===== src/rtl/pege_params.svh =====
// offsets, field positions, reset values and decode constants of the port e block
`ifndef PEGE_PARAMS_SVH
`define PEGE_PARAMS_SVH

// apb byte addresses, one aligned word each
`define PEGE_OFS_PIN_LEVELS   8'h00
`define PEGE_OFS_OUT_LATCH    8'h04
`define PEGE_OFS_DIR_STATUS   8'h08
`define PEGE_OFS_ANALOG_CFG   8'h0C

// direction and slave status field positions
`define PEGE_BIT_IN_FULL      7
`define PEGE_BIT_OUT_FULL     6
`define PEGE_BIT_IN_OVF       5
`define PEGE_BIT_MODE         4
`define PEGE_BIT_PIN3         3

// reset values
`define PEGE_RST_DIR          3'h7
`define PEGE_RST_LATCH        3'h0
`define PEGE_RST_ANALOG_CFG   6'h00

// analog field values at or above this make the three lower pins digital
`define PEGE_ACFG_DIGITAL_MIN 4'hA

`endif


===== src/rtl/pege_pkg.sv =====
// types shared by the port e block and its helpers
package pege_pkg;

	// active-low strobes of the external processor as seen on the lower pins
	typedef struct packed {
		logic cs_n;
		logic wr_n;
		logic rd_n;
	} pege_strobe_t;

	// events of the slave port, one-cycle pulses except rd_active
	typedef struct packed {
		logic wr_end;
		logic rd_start;
		logic rd_end;
		logic rd_active;
	} pege_slave_evt_t;

	// strobe tracker states, one bit apart from idle
	typedef enum logic [1:0] {
		PEGE_IDLE  = 2'h0,
		PEGE_WRITE = 2'h1,
		PEGE_READ  = 2'h2
	} pege_state_t;

endpackage : pege_pkg


===== src/rtl/pege_pin.sv =====
// one bidirectional lower pin of port e with analog sharing
`timescale 1ns/100ps
`default_nettype none

module pege_pin
(
	input  wire logic i_dir,
	input  wire logic i_lat,
	input  wire logic i_analog,
	input  wire logic i_pad_in,
	output logic      o_oe,
	output logic      o_out,
	output logic      o_din
);

	// direction still wins while analog, software keeps such pins as inputs
	assign o_oe  = ~i_dir;
	assign o_out = i_lat;
	// analog reads zero, input buffer off
	assign o_din = i_analog ? 1'b0 : i_pad_in;

endmodule : pege_pin

`default_nettype wire


===== src/rtl/pege_strobe.sv =====
// tracks read and write strobes of the external processor
`timescale 1ns/100ps
`default_nettype none

module pege_strobe
	import pege_pkg::*;
(
	input  wire logic          i_clk,
	input  wire logic          i_srst,
	input  wire logic          i_enable,
	input  wire pege_strobe_t  i_strobe,
	output pege_slave_evt_t    o_evt
);

	pege_state_t     state_q;
	pege_state_t     state_d;
	pege_slave_evt_t evt_d;
	pege_slave_evt_t evt_q;

	wire wr_low = ~i_strobe.cs_n & ~i_strobe.wr_n;
	wire rd_low = ~i_strobe.cs_n & ~i_strobe.rd_n;

	// write frame spans both low, ends when either rises; a disabled port drops the frame silently
	always_comb
	begin
		state_d = state_q;
		evt_d   = '0;
		case (state_q)
			PEGE_IDLE:
			begin
				if (i_enable && wr_low)
					state_d = PEGE_WRITE;
				else if (i_enable && rd_low)
				begin
					state_d        = PEGE_READ;
					evt_d.rd_start = 1'b1;
				end
			end
			PEGE_WRITE:
			begin
				if (!i_enable)
					state_d = PEGE_IDLE;
				else if (!wr_low)
				begin
					state_d      = PEGE_IDLE;
					evt_d.wr_end = 1'b1;
				end
			end
			PEGE_READ:
			begin
				if (!i_enable)
					state_d = PEGE_IDLE;
				else if (!rd_low)
				begin
					state_d      = PEGE_IDLE;
					evt_d.rd_end = 1'b1;
				end
			end
			default:
				state_d = PEGE_IDLE;
		endcase
		evt_d.rd_active = (state_d == PEGE_READ);
	end

	// events leave from flops so consumers see clean pulses
	always_ff @(posedge i_clk)
	begin
		if (i_srst)
		begin
			state_q <= PEGE_IDLE;
			evt_q   <= '0;
		end
		else
		begin
			state_q <= state_d;
			evt_q   <= evt_d;
		end
	end

	assign o_evt = evt_q;

endmodule : pege_strobe

`default_nettype wire


===== src/rtl/pege_top.sv =====
// port e general purpose pins with slave port strobes, apb register slave
`timescale 1ns/100ps
`default_nettype none
`include "pege_params.svh"

module pege_top
	import pege_pkg::*;
#(
	parameter bit LARGE_PKG  = 1'b1,
	parameter int LOWER_PINS = 3
)
(
	input  wire logic        i_clk,
	input  wire logic        i_srst,
	// apb slave
	input  wire logic        i_psel,
	input  wire logic        i_penable,
	input  wire logic        i_pwrite,
	input  wire logic [7:0]  i_paddr,
	input  wire logic [31:0] i_pwdata,
	output logic      [31:0] o_prdata,
	output logic             o_pready,
	output logic             o_pslverr,
	// lower pins, four signals each
	input  wire logic [2:0]  i_port_pin,
	output logic      [2:0]  o_port_pin,
	output logic      [2:0]  o_port_pin_oe,
	output logic      [2:0]  o_analog_sel,
	// input only pin and its configuration
	input  wire logic        i_input_only_pin3,
	input  wire logic        i_master_clear_pin_enable_cfg,
	output logic             o_external_master_clear_n,
	// neighbouring blocks
	input  wire logic        i_pwm_multi_output,
	input  wire logic        i_cpu_slave_data_rd,
	input  wire logic        i_cpu_slave_data_wr,
	output logic             o_slave_port_interrupt_flag,
	output logic             o_slave_data_capture,
	output logic             o_slave_data_drive,
	output logic             o_slave_port_active
);

	// the pin loop and strobe mapping are written for exactly three lower pins
	if (LOWER_PINS != 3)
	begin : g_bad_pins
		$error("pege_top serves exactly three lower pins");
	end

	// register state: latch, direction and mode first, then the hardware-set flags, the analog field and the read data
	// only three latch and direction bits exist; the upper latch bits read zero, the upper status bits are separate flops
	logic [2:0]  lat_q;
	logic [2:0]  lat_d;
	logic [2:0]  dir_q;
	logic [2:0]  dir_d;
	logic        mode_q;
	logic        mode_d;
	// buffer status: in full and overflow set by strobe events and cleared from the cpu side, out full the reverse
	logic        in_full_q;
	logic        in_full_d;
	logic        out_full_q;
	logic        out_full_d;
	logic        in_ovf_q;
	logic        in_ovf_d;
	// analog field in [3:0], two stored reference bits in [5:4]
	logic [5:0]  acfg_q;
	logic [5:0]  acfg_d;
	// read data is held in a register so o_prdata leaves a flop
	logic [31:0] prdata_q;
	logic [31:0] prdata_d;

	// apb decode: a read's setup phase loads the read register, a write commits at the access edge
	// only the address picks the target; data bits above the low byte are ignored
	wire setup_rd  = i_psel & ~i_penable & ~i_pwrite;
	wire access    = i_psel & i_penable;
	// one aligned word per register, exact byte address match
	wire hit_pin   = (i_paddr == `PEGE_OFS_PIN_LEVELS);
	wire hit_lat   = (i_paddr == `PEGE_OFS_OUT_LATCH);
	wire hit_dir   = (i_paddr == `PEGE_OFS_DIR_STATUS);
	wire hit_acfg  = (i_paddr == `PEGE_OFS_ANALOG_CFG);
	wire hit_any   = hit_pin | hit_lat | hit_dir | hit_acfg;
	wire wr_en     = access & i_pwrite & hit_any;
	// writes to the pin register land in the latch, as a clear of the port does
	wire wr_lat    = wr_en & (hit_pin | hit_lat) & LARGE_PKG;
	wire wr_dir    = wr_en & hit_dir & LARGE_PKG;
	wire wr_acfg   = wr_en & hit_acfg;

	// zero wait states; unmapped addresses finish with an error and no effect
	assign o_pready  = 1'b1;
	assign o_pslverr = access & ~hit_any;

	// analog selection: one field value switches all three lower pins together
	// values below the digital threshold keep the pins analog, which is also the reset state
	// analog mode reaches each pin cell, which zeroes its port bit
	wire [3:0] acfg_field  = acfg_q[3:0];
	wire       pins_analog = (acfg_field < `PEGE_ACFG_DIGITAL_MIN);
	wire [2:0] analog      = {3{pins_analog & LARGE_PKG}};
	// per-pin views from the pin cells
	wire [2:0] pin_din;
	wire [2:0] pin_oe;
	wire [2:0] pin_out;

	// three independent lower pins on the large package
	// each pin cell is pure wiring; all state stays in the register flops below
	for (genvar gi = 0; gi < LOWER_PINS; gi++)
	begin : g_pin
		pege_pin u_pin
		(
			.i_dir    (dir_q[gi]),
			.i_lat    (lat_q[gi]),
			.i_analog (analog[gi]),
			.i_pad_in (i_port_pin[gi]),
			.o_oe     (pin_oe[gi]),
			.o_out    (pin_out[gi]),
			.o_din    (pin_din[gi])
		);
	end

	// small package has no lower pins, drivers stay off
	// analog selection is gated the same way, so those outputs stay low too
	assign o_port_pin_oe = LARGE_PKG ? pin_oe : 3'h0;
	assign o_port_pin    = LARGE_PKG ? pin_out : 3'h0;
	assign o_analog_sel  = analog;

	// input only pin: no direction or latch bit belongs to it
	// the reset output bypasses the clock so a stopped clock cannot hold off a reset
	// pin three either port input or external master clear
	// digital input only while master clear is configured off
	wire pin3_din = ~i_master_clear_pin_enable_cfg & i_input_only_pin3;
	assign o_external_master_clear_n = i_master_clear_pin_enable_cfg ? i_input_only_pin3 : 1'b1;

	// slave port strobes: the lower pins become the external processor's control inputs
	pege_strobe_t    strobe;
	pege_slave_evt_t evt;

	// multi-output pwm overrides slave mode
	// the mode bit stays set meanwhile, so the port resumes when the pwm unit lets go
	wire slave_en = mode_q & ~i_pwm_multi_output & LARGE_PKG;

	// strobes ride the raw ttl pin levels, not the gated port bits
	// the strobes are only meaningful if software left the pins as inputs
	assign strobe.rd_n = i_port_pin[0];
	assign strobe.wr_n = i_port_pin[1];
	assign strobe.cs_n = i_port_pin[2];

	// the tracker sees the strobes only while the port is enabled
	pege_strobe u_strobe
	(
		.i_clk    (i_clk),
		.i_srst   (i_srst),
		.i_enable (slave_en),
		.i_strobe (strobe),
		.o_evt    (evt)
	);

	// the capture and drive outputs tell the data port when to latch or drive its word
	assign o_slave_port_active         = slave_en;
	// end of either frame raises the port event
	assign o_slave_port_interrupt_flag = evt.wr_end | evt.rd_end;
	assign o_slave_data_capture        = evt.wr_end;
	assign o_slave_data_drive          = evt.rd_active;

	// status flags: in full and overflow are set by a strobe event and cleared from the cpu side, out full the reverse
	// the hardware set of in full and overflow wins a same-cycle clear, so no event is lost; out full's read-start clear wins
	// full on write end; hardware set wins over the cpu read
	// write end sets the full flag
	assign in_full_d = evt.wr_end | (in_full_q & ~i_cpu_slave_data_rd);

	// cpu write marks the word pending until an external read starts
	// a cpu write while a read is active goes straight out and leaves it clear
	assign out_full_d = (i_cpu_slave_data_wr & ~evt.rd_active & ~evt.rd_start)
	                  | (out_full_q & ~evt.rd_start);

	// overflow sticks until software writes zero; the set wins a same-cycle clear
	// a cpu read in the same cycle as the write end frees the buffer, so that is no overflow
	wire in_ovf_set = evt.wr_end & in_full_q & ~i_cpu_slave_data_rd;
	assign in_ovf_d = in_ovf_set | (wr_dir ? i_pwdata[`PEGE_BIT_IN_OVF] : in_ovf_q);

	// software writable fields, committed only at the access edge of a write
	// latch written from bus, never from pins
	assign lat_d  = wr_lat ? i_pwdata[2:0] : lat_q;
	assign mode_d = wr_dir ? i_pwdata[`PEGE_BIT_MODE] : mode_q;
	// the full flags and bit three take no write data
	assign dir_d  = wr_dir ? i_pwdata[2:0] : dir_q;
	// the two reference bits above the field are stored for software only
	assign acfg_d = wr_acfg ? i_pwdata[5:0] : acfg_q;

	// read data, captured in the setup phase
	// capturing early lets the access phase answer at once with a settled word
	// bits seven to four zero, bit three only without master clear
	wire [7:0] rd_pin  = {4'h0, pin3_din, (LARGE_PKG ? pin_din : 3'h0)};
	wire [7:0] rd_lat  = {5'h00, lat_q};
	// the small package has no direction or status bits, so that word reads zero
	wire [7:0] rd_dir  = LARGE_PKG ? {in_full_q, out_full_q, in_ovf_q, mode_q, 1'b0, dir_q} : 8'h00;
	wire [7:0] rd_acfg = {2'h0, acfg_q};

	// unmapped addresses read as zero beside the error response
	wire [7:0] rd_sel = hit_pin  ? rd_pin  :
	                    hit_lat  ? rd_lat  :
	                    hit_dir  ? rd_dir  :
	                    hit_acfg ? rd_acfg : 8'h00;

	// the read register holds its word until the next read setup
	assign prdata_d = setup_rd ? {24'h000000, rd_sel} : prdata_q;
	assign o_prdata = prdata_q;

	// flops, one short process per field
	// reset puts the lower pins analog
	// the analog field clears, which is below the digital threshold
	always_ff @(posedge i_clk)
	begin
		if (i_srst)
		begin
			acfg_q <= `PEGE_RST_ANALOG_CFG;
		end
		else
		begin
			acfg_q <= acfg_d;
		end
	end

	// reset leaves the lower pins as inputs
	// all drivers off until software clears a direction bit
	always_ff @(posedge i_clk)
	begin
		if (i_srst)
		begin
			dir_q <= `PEGE_RST_DIR;
		end
		else
		begin
			dir_q <= dir_d;
		end
	end

	// output latch, cleared at reset
	// a later direction change then drives known zeros rather than junk
	always_ff @(posedge i_clk)
	begin
		if (i_srst)
		begin
			lat_q <= `PEGE_RST_LATCH;
		end
		else
		begin
			lat_q <= lat_d;
		end
	end

	// slave port mode resets to general purpose i/o
	// strobes on the lower pins are ignored until software sets it
	always_ff @(posedge i_clk)
	begin
		if (i_srst)
		begin
			mode_q <= 1'b0;
		end
		else
		begin
			mode_q <= mode_d;
		end
	end

	// read register
	// loaded only in a read setup phase, so writes never disturb it
	always_ff @(posedge i_clk)
	begin
		if (i_srst)
		begin
			prdata_q <= 32'h00000000;
		end
		else
		begin
			prdata_q <= prdata_d;
		end
	end

	// input buffer full flag
	// set by the end of an external write, cleared by the cpu read pulse
	always_ff @(posedge i_clk)
	begin
		if (i_srst)
		begin
			in_full_q <= 1'b0;
		end
		else
		begin
			in_full_q <= in_full_d;
		end
	end

	// output buffer full flag
	// set by the cpu write pulse, cleared when an external read starts
	always_ff @(posedge i_clk)
	begin
		if (i_srst)
		begin
			out_full_q <= 1'b0;
		end
		else
		begin
			out_full_q <= out_full_d;
		end
	end

	// input overflow flag
	// sticky: only a software write of zero, or a reset, clears it
	always_ff @(posedge i_clk)
	begin
		if (i_srst)
		begin
			in_ovf_q <= 1'b0;
		end
		else
		begin
			in_ovf_q <= in_ovf_d;
		end
	end

endmodule : pege_top

`default_nettype wire


===== config.mk =====
export PLATFORM = sky130hd
export DESIGN_NAME = pege_top
export DESIGN_NICKNAME = d
export VERILOG_FILES = /design/src/rtl/pege_pkg.sv /design/src/rtl/pege_pin.sv /design/src/rtl/pege_strobe.sv /design/src/rtl/pege_top.sv
export VERILOG_INCLUDE_DIRS = /design/src /design/src/rtl
export SDC_FILE = /design/constraint.sdc
export NUM_CORES = 1
export LEC_CHECK = 0
export ABC_AREA = 1
export BUFFER_PORTS_ARGS = -buffer_cell sky130_fd_sc_hd__buf_2
export CAP_MARGIN = 5
export CORE_MARGIN = 5
export CORE_UTILIZATION = 47
export DETAILED_ROUTE_END_ITERATION = 10
export GPL_TIMING_DRIVEN = 0
export PLACE_DENSITY = 0.93
export SYNTH_ARGS = -nofsm -noshare
export SYNTH_HDL_FRONTEND = slang
export SYNTH_SLANG_ARGS = --single-unit

===== constraint.sdc =====
create_clock -name i_clk -period 2.4 [get_ports i_clk]
set_clock_uncertainty 0.2 [all_clocks]
set_input_delay 0.72 -clock i_clk [delete_from_list [all_inputs] [get_ports i_clk]]
set_output_delay 0.72 -clock i_clk [all_outputs]
set_load 0.1 [all_outputs]

# [Yosys cells after proc, flatten, opt, wreduce, memory -nomap -nowiden]
# Cells that the tools add are included.
[op_classes] n_bitwise=44 eq_ne=6 magnitude_cmp=1 reduce_logical=7 mux=19
[ops] operator="two-way mux 8 bit" count=3
[ops] operator="AND 1 bit" count=19
[ops] operator="inverter 1 bit" count=18
[ops] operator="== test 8 x 4 -> 1 bit (second input constant)" count=2
[ops] operator="two-way mux 2 bit" count=6
[ops] operator="OR reduction 3 bit" count=3
[ops] operator="== test 8 x 3 -> 1 bit (second input constant)" count=1
[ops] operator="logical NOT 8 bit" count=1
[ops] operator="two-way mux 1 bit" count=8
[ops] operator="bitwise OR 1 bit" count=7
[ops] operator="two-way mux 6 bit" count=1
[ops] operator="case mux 2 bit (3 select lines)" count=1
[ops] operator="== test 2 bit (second input constant)" count=2
[ops] operator="< comparator 4 bit (second input constant)" count=1
[ops] operator="== test 2 x 1 -> 1 bit (second input constant)" count=1
[ops] operator="logical AND 1 bit" count=2
[ops] operator="logical NOT 2 bit" count=1
[totals] reg_bits=30 out_inout_bits=48 in_bits=53 elab_cells=90

# [Depth between registers and ports, before layout]
[logic_depth] ltp_word=8 ltp_mapped=10 ltp_nobuf=10

# [By module]
# From an unflattened synthesis, not the netlist that was laid out.
[hier_totals] cells_unflattened=242 area_unflattened_um2=1735.4
[by_module_without_submodules] module="pege_top" n_inst=1 area_per_inst_um2=1438.9 cells_each=204 seq_area_each_um2=480.5
[by_module_without_submodules] module="pege_strobe" n_inst=1 area_per_inst_um2=232.7 cells_each=26 seq_area_each_um2=120.1
[by_module_without_submodules] module="pege_pin" n_inst=3 area_per_inst_um2=21.3 cells_each=4 seq_area_each_um2=0.0

# [Worst setup path after synthesis]
# OpenSTA, ideal clock, no wires.
[synth_path] path_type="input to output" start="input i_paddr[6]" end="output o_pslverr" required_ps=1480 path_buffers=0 t_arrival_ps=2345 path_stages=6 setup_slack_ps=-865 path_cell_list="inv_1 > nand2_1 > nor2_4 > o211ai_2 > nand2_4 > nor2_1"
[synth_via] elab_chain_cells=6 word_cells_on_any_way=9 classes_between="eq/ne (3); bitwise (5); reduce/logical (1)"
[synth_rtl] element="start, declared" line="pege_top.sv:19" rtl="input wire logic [7:0] i_paddr,"
[synth_rtl] element="== test 8 x 3 -> 1 bit (no source line) or logical NOT 8 bit (tied branches)"
[synth_rtl] element="bitwise OR 1 bit (2 in a row)" line="pege_top.sv:80" rtl="wire hit_any = hit_pin | hit_lat | hit_dir | hit_acfg;"
[synth_rtl] element="bitwise OR 1 bit *" line="pege_top.sv:80"
[synth_rtl] element="inverter 1 bit *" line="pege_top.sv:89" rtl="assign o_pslverr = access & ~hit_any;"
[synth_rtl] element="AND 1 bit *" line="pege_top.sv:89"
[synth_rtl] element="end, declared" line="pege_top.sv:23" rtl="output logic o_pslverr,"
# Every way passes the cells marked *; elsewhere a longest branch is shown, timed or not.

# [Worst setup path in the final report]
[layout_path] start="input i_paddr[5]" end="output o_pslverr"
# The elaborated chain is that of the path after synthesis.

==> results.toml <==
[clock_network]
cts-root-buf = "clkbuf_8"
cts_buffer_depth = 2
cts_tree = "done"
clk_latency_ns = 0.28
cts_max_level = 2
clock_sinks = 30
clk_pin_slew_ns = 0.06
postCtsHoldBufs = 0
cts_buffers = 5

[timing]
hold_viol_final = 0
fin_setup_tns_ns = -0.03294
slew_violations = 0
setup_viol = 1
fin_crit_sh_pct = 101.4
setup_ws_ns = -0.03294
min_period_ns = 2.433
rsz0062_at_grt = "yes"
fmax_ghz = 0.4110

[cells_and_area]
multi_input_area_um2 = 822.0
instances_no_fill = 368
syn_to_final_growth_pct = 35.97
diodes = 0
nFillCells = 329
fin_nets = 372
design_area_um2 = 2341
drive_above_1_share_pct = 42.19
final_cell_mix = "buf_4, buf_2, nand2_1, dfxtp_1, conb_1"
utilization_pct = 64.92
ff_latch_area_um2 = 601.8
final_common_cell = "buf_4"

[power_and_ir_drop]
vdd_drop_max_mv = 0.3420
p_seq_share_pct = 39.8
swShare_pct = 36.19
p_clk_share_pct = 33.1
power.leakage_nw = 1.236
switching_power_uw = 458.3
p_int_uw = 808.0
pwr-share-comb_pct = 27.0
cellPowerDensity_nw_per_um2 = 540.9

[placed_design]
hpwl_um = 3267
port_buffers = 48
dp.cells = 353
gp_congestion = 0.8205
place_area_um2 = 2125

[detailed_routing]
drc = 0
drt-vias-per-instance = 4.641
vias = 1708
detail-route-antenna-nets = 0
dr.pass1.iters = 4
drt_wl_total_um = 4322
drtIter0Drc = 107
avgRoutedWirePerCell_um = 11.74

[critical_path]
crit_chain = "buf_6, inv_2, nand2_2, nor2_4, o211ai_2, nand2_4, nor2_4, buf_12"
crit_buf_inv = 3
start_kind = "primary input"
crit_family = "simple AND/OR/NAND/NOR gates"
slowest_stage = "buf_12"
r2r_start = "acfg_q[2]"
max_stage_delay_ns = 0.17
r2r-end = "o_prdata[2]"
r2r_slack_ns = 0.99
crit_required_ns = 1.48
path_class = "primary input to output port"
path_common_cell = "nor2_4"
crit_arrival_ns = 1.51
rr_worst_depth = 6
end_kind = "output port"
critPathMaxFanout = 4

[synth]
syn_area_per_cell_um2 = 7.357
syn_inst = 234
ys_top_cells_by_area = "dfxtp_1, buf_4, nand2_1"
synth.largest_area_cell = "dfxtp_1"
synth_area_um2 = 1722
ys_ff_latch = 30
yosysWarnings = 0
synth_cell_types = 29
synth_top_area_share_pct = 34.88
ys_seq_area_share_pct = 34.88

[floorplanning]
ios = 101
die-area_um2 = 4974
initial_core_util_pct = 47.74
dieHeight_um = 70.53
core_area_um2 = 3606
die_x_um = 70.53
rows = 22

[min_path]
whs_endpoint = "out_full_q"
hold_class = "flop to flop"
worstHoldStart = "u_strobe.o_evt[2]"
worstHoldPathCells = 1

[grt]
grt_pass1_vias = 1638
grt_antenna_before_repair = 0
grt_max_degree = 11
grtUsageTotal_pct = 17.56
grt_overflow = 0
grt_pass1_wl_um = 7051

[status]
violations = "negative setup slack"
outcome = "finished, violations left"

[run]
max_cap_violations = 0
==> cell type report <==
cell class,instances,share of cell area [%]
Buffer,38,12.56
Sequential cell,30,25.71
Tap cell,48,2.565
Timing Repair Buffer,55,14.80
Clock inverter,2,0.5345
Multi-Input combinational cell,158,35.11
Inverter,31,5.184
Clock buffer,6,3.528
==> cells by family after synthesis <==
family,Yosys count,synth area share (%)
buffers and inverters,69,23.84
DFF,30,34.88
other,2,0.4362
and+or+nand+nor,100,29.72
AOI/OAI and AO/OA,33,11.12
==> cell usage after synthesis <==
cell,n
buf_4,34
nand2_1,32
dfxtp_1,30
inv_1,27
nor2_1,25
nand3_1,15
a21oi_1,13
o21ai_0,12
nor3_1,6
nand4_1,5
nor2_4,5
buf_6,3
inv_2,3
nor2_2,3
o211ai_1,3
conb_1,2
nand2_2,2
nand3_2,2
or2_2,2
a211oi_1,1
a21oi_2,1
a31oi_1,1
buf_2,1
clkinv_1,1
nand2_4,1
nand3_4,1
nand4_2,1
o211ai_2,1
o21ai_2,1
==> how the worst max path moves through the flow <==
stage	startpoint	slack, ns	to	cells after the start
floorplan	i_paddr[6]	-0.09	o_pslverr	6
global placement	i_paddr[2]	-0.31	o_pslverr	6
detailed placement	i_paddr[2]	-0.34	o_pslverr	6
CTS	i_paddr[7]	-0.04	o_pslverr	8
global route	i_paddr[4]	-0.07	o_pslverr	8
finish	i_paddr[5]	-0.03	o_pslverr	8
==> metrics by stage <==
stage / worst slack, ns / hold slack, ns / power, mW
floorplan: -0.09022 / 0.1763 / 0.7933
global placement: -0.3086 / 0.1784 / 0.8317
detailed placement: -0.3383 / 0.1890 / 0.8348
CTS: -0.04074 / 0.1979 / 1.269
global route: -0.06838 / 0.2316 / 1.307
finish: -0.03294 / 0.1981 / 1.266
==> power by group through the flow <==
stage	logic (mW)	registers (mW)	clock network, mW
final	0.342	0.504	0.420
after CTS	0.336	0.504	0.429
after global placement	0.316	0.515	0
after global routing	0.357	0.504	0.446
after floorplan	0.255	0.538	0
after detailed placement	0.319	0.515	0
==> layer usage <==
layer,vias to the layer above,track usage [%],wire [um]
met4,0,7.660,117
met5,-,0,0
met1,745,18.77,1587
li1,857,-,-
met3,15,6.331,472
met2,91,30.87,2144
==> repair_timing <==
item                                    4_1_cts  5_1_grt
setup buffers                                 6        1
pin swaps                                     6        5
resized for setup                            21        4
cloned                                        0        0
endpoints found under the setup margin        4        1
==> flip-flops by register name (all words and copies together), names as in the netlist <==
signal,flops
in_ovf_q,1
dir_q,3
mode_q,1
o_prdata,8
acfg_q,6
u_strobe.o_evt,4
out_full_q,1
lat_q,3
u_strobe.state_q,2
in_full_q,1
No activity file was read; power rests on OpenSTA's default activity.
